[config.mk]
export PLATFORM = sky130hd
export DESIGN_NAME = bsta_tap
export DESIGN_NICKNAME = d
export VERILOG_FILES = /design/src/design/bsta_buffer.v /design/src/design/bsta_tap.v
export VERILOG_INCLUDE_DIRS = /design/src /design/src/design
export SDC_FILE = /design/constraint.sdc
export NUM_CORES = 1
export LEC_CHECK = 0
export BUFFER_PORTS_ARGS = -buffer_cell sky130_fd_sc_hd__buf_2
export CORE_ASPECT_RATIO = 1.75
export CORE_UTILIZATION = 45
export CTS_BUF_LIST = sky130_fd_sc_hd__clkbuf_2 sky130_fd_sc_hd__clkbuf_4 sky130_fd_sc_hd__clkbuf_8
export CTS_CLUSTER_DIAMETER = 40
export DETAILED_ROUTE_END_ITERATION = 8
export PLACE_DENSITY = 0.73
export REMOVE_ABC_BUFFERS = 1
export SETUP_SLACK_MARGIN = 0.5
export SLEW_MARGIN = 20
export SYNTH_ARGS = -nofsm -noshare
export SYNTH_HDL_FRONTEND = slang
export SYNTH_SLANG_ARGS = --single-unit
[constraint.sdc]
create_clock -name i_clk_sys -period 5.7 [get_ports i_clk_sys]
set_input_delay 1.14 -clock i_clk_sys [delete_from_list [all_inputs] [get_ports i_clk_sys]]
set_output_delay 1.14 -clock i_clk_sys [all_outputs]
set_load 0.01 [all_outputs]
[src/design/bsta_defines.vh]
// Shared constants of the boundary-scan test access block.
// Assumes inclusion by bare name from the design modules; holds definitions only.
`ifndef BSTA_DEFINES_VH
`define BSTA_DEFINES_VH

// Instruction register geometry and the fixed capture pattern
`define BSTA_IR_WIDTH 4
`define BSTA_IR_CAPTURE 4'h1

// Instruction codes (all ones is bypass, as usual for test ports)
`define BSTA_INS_EXTEST 4'h0
`define BSTA_INS_SAMPLE 4'h5
`define BSTA_INS_IDCODE 4'h6
`define BSTA_INS_BYPASS 4'hf

// Data register selector codes
`define BSTA_SEL_BYPASS 2'h0
`define BSTA_SEL_IDCODE 2'h1
`define BSTA_SEL_BSR 2'h2

// Width of one pin element and of the identification register
`define BSTA_CELL_BITS 3
`define BSTA_ID_WIDTH 32

// Position of each bit inside one pin element of the scan chain
`define BSTA_CELL_IN 0
`define BSTA_CELL_OE 1
`define BSTA_CELL_OUT 2

// Depth of the synchroniser on every pin input
`define BSTA_SYNC_STAGES 2

`endif

[src/design/bsta_buffer.v]
// Two-entry buffer with valid and ready on both sides.
// Assumes one clock and a synchronous active-high reset; the reader may stall.
module bsta_buffer #(
    parameter WIDTH = 8
) (
    input wire i_clk_sys,
    input wire i_sys_rst,
    input wire [WIDTH-1:0] i_in_data,
    input wire i_in_valid,
    output wire o_in_ready,
    output reg [WIDTH-1:0] o_out_data,
    output wire o_out_valid,
    input wire i_out_ready
);
    reg [WIDTH-1:0] mem1;
    reg [1:0] count;
    wire push;
    wire pop;

    // Ready is honest: it falls only when both entries hold words
    assign o_in_ready = (count != 2'h2);
    assign o_out_valid = (count != 2'h0);
    assign push = i_in_valid & o_in_ready;
    assign pop = o_out_valid & i_out_ready;

    // Head word always sits in the output register; mem1 holds the second word
    always @(posedge i_clk_sys) begin
        if (i_sys_rst) begin
            count <= 2'h0;
            mem1 <= {WIDTH{1'b0}};
            o_out_data <= {WIDTH{1'b0}};
        end else begin
            case ({push, pop})
                2'b10: begin
                    if (count == 2'h0)
                        o_out_data <= i_in_data;
                    else
                        mem1 <= i_in_data;
                    count <= count + 2'h1;
                end
                2'b01: begin
                    o_out_data <= mem1;
                    count <= count - 2'h1;
                end
                2'b11: begin
                    // Count is one here, since push needs room and pop a word
                    o_out_data <= i_in_data;
                end
                default: count <= count;
            endcase
        end
    end
endmodule

[src/design/bsta_tap.v]
// Boundary-scan test access port: TAP controller, instruction register,
// bypass, identification and boundary-scan data registers, and pin cells.
// Assumes the test pins come from outside and are sampled by i_clk_sys,
// which must run at least four times faster than the test clock.
//
// Behaviour
// - TDI is sampled at each detected rising edge of the test clock.
// - TDO changes only at detected falling edges of the test clock.
// - TDO is released (enable high) unless shifting instruction or data bits.
// - TMS is evaluated and the TAP state moves at each rising edge.
// - A low test reset resets the scan logic, without waiting for test clock edges.
// - Bypass register is exactly one bit between TDI and TDO.
// - Instruction register contents pick the operation and the selected data register.
// - All pin cells form one serial register selectable between TDI and TDO.
// - Without boundary cells, external-test and sample instructions select bypass.
// - Instruction register loads serially from TDI; its decode steers data registers.
// - Only TMS, TCK, TRST, system reset and port disable drive the controller; TDI/TDO form the path.
// - An identification register is selectable unless the variant omits it.
// - With the test option disabled, the four test pins serve as user I/O.
// - Cells force values onto pins and capture pin or core values serially.
// - Each pin takes a three-bit element: output, output enable, input.
// - Test-port pins themselves have no boundary cells.
`include "bsta_defines.vh"

module bsta_tap #(
    parameter NUM_PINS = 4,
    parameter HAS_BSR = 1,
    parameter HAS_IDCODE = 1,
    parameter [31:0] ID_VALUE = 32'h0a5a5001 // Arbitrary value, no real maker
) (
    input wire i_clk_sys,
    input wire i_sys_rst,
    input wire i_jtag_en,
    input wire i_tck,
    input wire i_tms,
    input wire i_tdi,
    input wire i_trst_n,
    output reg o_tdo,
    output reg o_tdo_oe_n,
    input wire i_user_tdo,
    input wire i_user_tdo_oe_n,
    output reg [2:0] o_user_pin_in,
    input wire [NUM_PINS-1:0] i_core_out,
    input wire [NUM_PINS-1:0] i_core_oe,
    output reg [NUM_PINS-1:0] o_core_in,
    output reg [NUM_PINS-1:0] o_pin_out,
    output reg [NUM_PINS-1:0] o_pin_oe_n,
    input wire [NUM_PINS-1:0] i_pin_in,
    output wire [NUM_PINS*`BSTA_CELL_BITS-1:0] o_upd_data,
    output wire o_upd_valid,
    input wire i_upd_ready
);
    localparam IRW = `BSTA_IR_WIDTH;
    localparam BSRW = NUM_PINS * `BSTA_CELL_BITS;
    localparam IDW = `BSTA_ID_WIDTH;

    // TAP states, binary coded
    localparam [3:0] ST_RESET = 4'h0;
    localparam [3:0] ST_IDLE = 4'h1;
    localparam [3:0] ST_SEL_DR = 4'h2;
    localparam [3:0] ST_CAP_DR = 4'h3;
    localparam [3:0] ST_SHIFT_DR = 4'h4;
    localparam [3:0] ST_EXIT1_DR = 4'h5;
    localparam [3:0] ST_PAUSE_DR = 4'h6;
    localparam [3:0] ST_EXIT2_DR = 4'h7;
    localparam [3:0] ST_UPD_DR = 4'h8;
    localparam [3:0] ST_SEL_IR = 4'h9;
    localparam [3:0] ST_CAP_IR = 4'ha;
    localparam [3:0] ST_SHIFT_IR = 4'hb;
    localparam [3:0] ST_EXIT1_IR = 4'hc;
    localparam [3:0] ST_PAUSE_IR = 4'hd;
    localparam [3:0] ST_EXIT2_IR = 4'he;
    localparam [3:0] ST_UPD_IR = 4'hf;

    // Next TAP state for a given TMS level
    function [3:0] tap_next;
        input [3:0] st;
        input tms;
        begin
            case (st)
                ST_RESET: tap_next = tms ? ST_RESET : ST_IDLE;
                ST_IDLE: tap_next = tms ? ST_SEL_DR : ST_IDLE;
                ST_SEL_DR: tap_next = tms ? ST_SEL_IR : ST_CAP_DR;
                ST_CAP_DR: tap_next = tms ? ST_EXIT1_DR : ST_SHIFT_DR;
                ST_SHIFT_DR: tap_next = tms ? ST_EXIT1_DR : ST_SHIFT_DR;
                ST_EXIT1_DR: tap_next = tms ? ST_UPD_DR : ST_PAUSE_DR;
                ST_PAUSE_DR: tap_next = tms ? ST_EXIT2_DR : ST_PAUSE_DR;
                ST_EXIT2_DR: tap_next = tms ? ST_UPD_DR : ST_SHIFT_DR;
                ST_UPD_DR: tap_next = tms ? ST_SEL_DR : ST_IDLE;
                ST_SEL_IR: tap_next = tms ? ST_RESET : ST_CAP_IR;
                ST_CAP_IR: tap_next = tms ? ST_EXIT1_IR : ST_SHIFT_IR;
                ST_SHIFT_IR: tap_next = tms ? ST_EXIT1_IR : ST_SHIFT_IR;
                ST_EXIT1_IR: tap_next = tms ? ST_UPD_IR : ST_PAUSE_IR;
                ST_PAUSE_IR: tap_next = tms ? ST_EXIT2_IR : ST_PAUSE_IR;
                ST_EXIT2_IR: tap_next = tms ? ST_UPD_IR : ST_SHIFT_IR;
                ST_UPD_IR: tap_next = tms ? ST_SEL_DR : ST_IDLE;
                default: tap_next = ST_RESET;
            endcase
        end
    endfunction

    // Decode of the instruction into the selected data register
    function [1:0] dr_select;
        input [IRW-1:0] ins;
        begin
            case (ins)
                `BSTA_INS_EXTEST,
                `BSTA_INS_SAMPLE: dr_select = (HAS_BSR != 0) ?
                    `BSTA_SEL_BSR : `BSTA_SEL_BYPASS;
                `BSTA_INS_IDCODE: dr_select = (HAS_IDCODE != 0) ?
                    `BSTA_SEL_IDCODE : `BSTA_SEL_BYPASS;
                default: dr_select = `BSTA_SEL_BYPASS;
            endcase
        end
    endfunction

    // Instruction loaded at reset: identification if present, else bypass
    localparam [IRW-1:0] IR_RESET = (HAS_IDCODE != 0) ?
        `BSTA_INS_IDCODE : `BSTA_INS_BYPASS;

    // Synchronisers for every pin from outside the system clock domain
    reg tck_m;
    reg tck_s;
    reg tck_d;
    reg tms_m;
    reg tms_s;
    reg tdi_m;
    reg tdi_s;
    reg trst_m;
    reg trst_s;
    reg [NUM_PINS-1:0] pin_m;
    reg [NUM_PINS-1:0] pin_s;

    reg [3:0] state;
    reg [IRW-1:0] ir;
    reg [IRW-1:0] ir_sr;
    reg byp_sr;
    reg [IDW-1:0] id_sr;
    reg [BSRW-1:0] bsr_sr;
    reg [BSRW-1:0] bsr_upd;
    reg upd_pending;

    wire tck_rise;
    wire tck_fall;
    wire scan_rst;
    wire [1:0] dr_sel;
    wire extest_on;
    wire dr_tail;
    wire upd_in_ready;
    wire [BSRW-1:0] bsr_capture;

    // Two flip-flops before any logic looks at an outside level
    // Reset levels match the pins' rest levels, so no false test clock edge follows reset
    always @(posedge i_clk_sys) begin
        if (i_sys_rst) begin
            tck_m <= 1'b0;
            tck_s <= 1'b0;
            tck_d <= 1'b0;
            tms_m <= 1'b1;
            tms_s <= 1'b1;
            tdi_m <= 1'b1;
            tdi_s <= 1'b1;
            trst_m <= 1'b0;
            trst_s <= 1'b0;
            pin_m <= {NUM_PINS{1'b0}};
            pin_s <= {NUM_PINS{1'b0}};
        end else begin
            tck_m <= i_tck;
            tck_s <= tck_m;
            tck_d <= tck_s;
            tms_m <= i_tms;
            tms_s <= tms_m;
            tdi_m <= i_tdi;
            tdi_s <= tdi_m;
            trst_m <= i_trst_n;
            trst_s <= trst_m;
            pin_m <= i_pin_in;
            pin_s <= pin_m;
        end
    end

    // Test clock edges found from the synchronised level
    assign tck_rise = tck_s & ~tck_d;
    assign tck_fall = ~tck_s & tck_d;

    // Scan reset needs no test clock edge; a disabled port also sits in reset
    // The test reset is synchronised, so it takes hold two system clocks late
    assign scan_rst = i_sys_rst | ~trst_s | ~i_jtag_en;

    assign dr_sel = dr_select(ir);
    assign extest_on = (ir == `BSTA_INS_EXTEST) && (HAS_BSR != 0);

    // Capture image: output, enable and pin input per element; test pins excluded
    genvar g;
    generate
        for (g = 0; g < NUM_PINS; g = g + 1) begin : gen_cell
            assign bsr_capture[g*`BSTA_CELL_BITS+`BSTA_CELL_OUT] = i_core_out[g];
            assign bsr_capture[g*`BSTA_CELL_BITS+`BSTA_CELL_OE] = i_core_oe[g];
            assign bsr_capture[g*`BSTA_CELL_BITS+`BSTA_CELL_IN] = pin_s[g];
        end
    endgenerate

    // Serial bit that leaves the selected data register
    assign dr_tail = (dr_sel == `BSTA_SEL_BSR) ? bsr_sr[0] :
                     (dr_sel == `BSTA_SEL_IDCODE) ? id_sr[0] : byp_sr;

    // TAP controller: only TMS, the test clock and scan reset (test reset, system reset, port off) move it
    always @(posedge i_clk_sys) begin
        if (scan_rst) begin
            state <= ST_RESET;
        end else if (tck_rise) begin
            state <= tap_next(state, tms_s);
        end
    end

    // Instruction register: capture, shift from TDI, update on the falling edge
    always @(posedge i_clk_sys) begin
        if (scan_rst) begin
            ir_sr <= {IRW{1'b0}};
            ir <= IR_RESET;
        end else if (state == ST_RESET) begin
            ir <= IR_RESET;
        end else if (tck_rise && state == ST_CAP_IR) begin
            ir_sr <= `BSTA_IR_CAPTURE;
        end else if (tck_rise && state == ST_SHIFT_IR) begin
            ir_sr <= {tdi_s, ir_sr[IRW-1:1]};
        end else if (tck_fall && state == ST_UPD_IR) begin
            ir <= ir_sr;
        end
    end

    // Bypass and identification registers
    always @(posedge i_clk_sys) begin
        if (scan_rst) begin
            byp_sr <= 1'b0;
            id_sr <= {IDW{1'b0}};
        end else if (tck_rise && state == ST_CAP_DR) begin
            byp_sr <= 1'b0;
            id_sr <= ID_VALUE;
        end else if (tck_rise && state == ST_SHIFT_DR) begin
            if (dr_sel == `BSTA_SEL_BYPASS)
                byp_sr <= tdi_s;
            if (dr_sel == `BSTA_SEL_IDCODE)
                id_sr <= {tdi_s, id_sr[IDW-1:1]};
        end
    end

    // Boundary-scan chain: one serial register through all pin elements
    always @(posedge i_clk_sys) begin
        if (scan_rst) begin
            bsr_sr <= {BSRW{1'b0}};
            bsr_upd <= {BSRW{1'b0}};
        end else if (dr_sel == `BSTA_SEL_BSR) begin
            if (tck_rise && state == ST_CAP_DR)
                bsr_sr <= bsr_capture;
            else if (tck_rise && state == ST_SHIFT_DR)
                bsr_sr <= {tdi_s, bsr_sr[BSRW-1:1]};
            else if (tck_fall && state == ST_UPD_DR)
                bsr_upd <= bsr_sr;
        end
    end

    // Serial output: changes on the falling edge, released outside shift states
    always @(posedge i_clk_sys) begin
        if (i_sys_rst) begin
            o_tdo <= 1'b0;
            o_tdo_oe_n <= 1'b1;
        end else if (!i_jtag_en) begin
            o_tdo <= i_user_tdo;
            o_tdo_oe_n <= i_user_tdo_oe_n;
        end else if (scan_rst || state == ST_RESET) begin
            // Also covers the first cycles after user I/O mode, which left the
            // enable where the user had it; reset never shifts, so release is safe
            o_tdo_oe_n <= 1'b1;
        end else if (tck_fall) begin
            if (state == ST_SHIFT_IR) begin
                o_tdo <= ir_sr[0];
                o_tdo_oe_n <= 1'b0;
            end else if (state == ST_SHIFT_DR) begin
                o_tdo <= dr_tail;
                o_tdo_oe_n <= 1'b0;
            end else begin
                o_tdo_oe_n <= 1'b1;
            end
        end
    end

    // Pin and core paths; external test forces the updated values onto pins
    // Pin inputs reach the core only through the synchroniser, never raw
    integer k;
    always @(posedge i_clk_sys) begin
        if (i_sys_rst) begin
            o_pin_out <= {NUM_PINS{1'b0}};
            o_pin_oe_n <= {NUM_PINS{1'b1}};
            o_core_in <= {NUM_PINS{1'b0}};
        end else begin
            for (k = 0; k < NUM_PINS; k = k + 1) begin
                if (extest_on) begin
                    o_pin_out[k] <= bsr_upd[k*`BSTA_CELL_BITS+`BSTA_CELL_OUT];
                    o_pin_oe_n[k] <= ~bsr_upd[k*`BSTA_CELL_BITS+`BSTA_CELL_OE];
                end else begin
                    o_pin_out[k] <= i_core_out[k];
                    o_pin_oe_n[k] <= ~i_core_oe[k];
                end
                o_core_in[k] <= pin_s[k];
            end
        end
    end

    // Test pin levels handed to the core when the port is user I/O
    always @(posedge i_clk_sys) begin
        if (i_sys_rst || i_jtag_en)
            o_user_pin_in <= 3'h0;
        else
            o_user_pin_in <= {tck_s, tms_s, tdi_s};
    end

    // Each boundary update is offered to the core; a stall keeps it pending.
    // The drain follows the buffer's ready, so a full buffer simply holds the flag.
    // A second update before the first drains replaces the pending word.
    always @(posedge i_clk_sys) begin
        if (scan_rst)
            upd_pending <= 1'b0;
        else if (tck_fall && state == ST_UPD_DR && dr_sel == `BSTA_SEL_BSR)
            upd_pending <= 1'b1;
        else if (upd_in_ready)
            upd_pending <= 1'b0;
    end

    // Two entries let the core stall across one update without losing a word
    bsta_buffer #(
        .WIDTH(BSRW)
    ) u_upd_buf (
        .i_clk_sys(i_clk_sys),
        .i_sys_rst(i_sys_rst),
        .i_in_data(bsr_upd),
        .i_in_valid(upd_pending),
        .o_in_ready(upd_in_ready),
        .o_out_data(o_upd_data),
        .o_out_valid(o_upd_valid),
        .i_out_ready(i_upd_ready)
    );
endmodule

==> metrics.yaml <==
floorplan:
  fp-row-count: 51
  start_util_pct: 46.1
  core_area_um2: 11000
  die_h_um: 143
  io_pins: 52
  die_w_um: 82.4
  die-area_um2: 11800
sta:
  fin_crit_ns: 2.75
  max_slew_margin_pct: 37.5
  hold_viol_final: 0
  finalSetupViolations: 0
  finalMaxSlewViolations: 0
  finClkSkew_ns: 0.0113
  fmax_mhz: 364
  post-route-period-util_pct: 48.2
  rsz0062_at_grt: "false"
  worst_pin_slew_ns: 0.933
  finalSetupTns_ns: 0
cts:
  h-tree-depth: 4
  post_cts_resized: 0
  cts_hold_buf: 0
  post_cts_buffers: 0
  clock_path_buffers: 2
  cts_buffers: 17
  cts_tree: "built"
  clkSlewWorstSetupHoldPaths_ns: 0.07
  cts-root-buf: "clkbuf_8"
  worstSkewPairLatency_ns: 0.43
  clock-sinks: 130
setup_path:
  arrival_ns: 3.07
  cp-start-kind: "primary input"
  worstSetupEndpointType: "flip-flop"
  critPathMaxStageDelay_ns: 0.69
  cp_slowest_cell: "nand3b_1"
  crit_fanout: 60
  crit_required_ns: 6.02
  crit_type: "primary input to flip-flop"
  worstPathCellList: "buf_2, buf_4, nand3b_1, a21oi_1, a31oi_1, or2_2"
placement:
  place.gp.congestion: 0.848
  dp_hpwl_um: 7020
  portBuffers: 51
final_layout:
  drive_above_1_share_pct: 17.4
  final_util_pct: 52.3
  final_cell_mix: "dfxtp_1, nand2_1, nor2_1, buf_2, a21oi_1"
  final_nets: 633
  diodes: 0
  final_common_cell: "dfxtp_1"
  synthToLayoutAreaGrowth_pct: 13.5
run_status:
  outcome: "finished, final reports clean"
global_route:
  track_usage_pct: 18.9
  grt_use_met1_pct: 20.0
  grt_max_degree: 61
  grt_pass1_wl_um: 17000
  overflow: 0
  grt_use_met3_pct: 4.66
  grt_busiest_layer: "met2"
  grt_pass1_vias: 3869
  antenna_found_initial: 0
  gr-usage-met2_pct: 34.4
min_path:
  hold_path.class: "flip-flop to flip-flop"
synthesis:
  synthArstFlopShare_pct: 0
  synthesis.area_um2: 5090
  synth.avg_cell_area_um2: 8.85
  ys_warn_count: 0
  synthDistinctLibCells: 51
  synth_cells: 575
  ys_seq_elements: 130
  ys_seq_area_share_pct: 51.1
  synth-edff-count: 0
  synth_ff_type: "dfxtp_1"
detailed_routing:
  viasPerCell: 5.40
  wl_per_cell_um: 13.6
  drc: 0
  firstDrtPassIters: 6
  detail_route.wirelength_um: 10200
  ant_nets: 0
  num_vias: 4072
  drt_iter0_drc: 202
job:
  max_cap_viol_count: 0
power:
  p_per_area_nw_per_um2: 304
  total_power_uw: 1750
  p_leak_uw: 0.00204
  ir_worst_vdd_uv: 192
## path summary, 6_finish.rpt
| kind | slack [ns] | cells after the start | endpoint | startpoint |
|---|---|---|---|---|
| max | 2.95 | 6 | o_tdo_oe_n | i_sys_rst |
| min | 0.41 | 1 | tms_s | tms_m |
| max reg2reg | 2.98 | 4 | id_sr[0] | state[2] |
| min reg2reg | 0.41 | 1 | tms_s | tms_m |
## registers in the layout (all words and copies together) (netlist names), 2 cells and up
name,cells
bsr_sr,12
bsr_upd,12
id_sr,32
ir,4
ir_sr,4
o_core_in,4
o_pin_oe_n,4
o_pin_out,4
o_user_pin_in,3
pin_m,4
pin_s,4
state,4
u_upd_buf.count,2
u_upd_buf.mem1,12
u_upd_buf.o_out_data,12
## per-layer routing
| layer | vias to the layer above | share of wire, % |
|---|---|---|
| li1 | 2026 | - |
| met1 | 1916 | 40 |
| met2 | 113 | 54 |
| met3 | 17 | 4.3 |
| met4 | 0 | 1.8 |
| met5 | - | 0 |
## cell families after synthesis
logic type / Yosys count / synth area share [%]
mux: 36 / 7.08
flops: 130 / 51.1
fa+ha+maj: 2 / 0.492
simple gates: 256 / 23.8
buf+inv: 48 / 4.11
xor+xnor: 3 / 0.516
compound gates: 100 / 12.8
## metrics by stage
step	area (um2)	cells	worst slack [ns]	hold WS (ns)
finish	5780	754	2.95	0.411
global route	5780	754	2.73	0.429
CTS	5770	754	2.89	0.412
detailed placement	5370	722	2.55	0.395
global placement	5370	722	2.58	0.392
floorplan	4910	535	2.82	0.389
## power by group
part	switching, uW	leakage [uW]	internal [uW]
Clock	354	0.000202	435
Combinational	23.3	0.000788	17.7
Sequential	5.23	0.00105	919
## Yosys cell counts (all sizes together) (3+ instances only)
cell | number | area, um2
clkbuf | 31 | 116
or2 | 12 | 75.1
a211oi | 14 | 105
nand3b | 3 | 22.5
buf | 9 | 62.6
and2 | 6 | 37.5
nand2b | 3 | 18.8
inv | 8 | 30.0
mux2i | 36 | 360
nor2 | 65 | 262
a22oi | 4 | 30.0
o21ai | 7 | 35.0
a21oi | 47 | 235
nor2b | 20 | 125
nand2 | 109 | 409
a311oi | 13 | 120
dfxtp | 130 | 2600
nor3 | 19 | 100
or3 | 3 | 18.8
## worst max-delay path, delay by kind of cell
kind / cells / cell delay (ns)
and+or+nand+nor: 2 / 0.97
AOI/OAI and AO/OA: 2 / 0.56
buffers and inverters: 2 / 0.38
## final cells by class
type | instances | area (um2)
clock inverter | 14 | 164
fill | 1020 | 5260
inverter | 8 | 30.0
clock buffer | 18 | 241
sequential | 130 | 2600
timing repair buffer | 55 | 285
multi-input combinational | 397 | 2290
tap | 132 | 165
(Power assumes the default switching activity.)
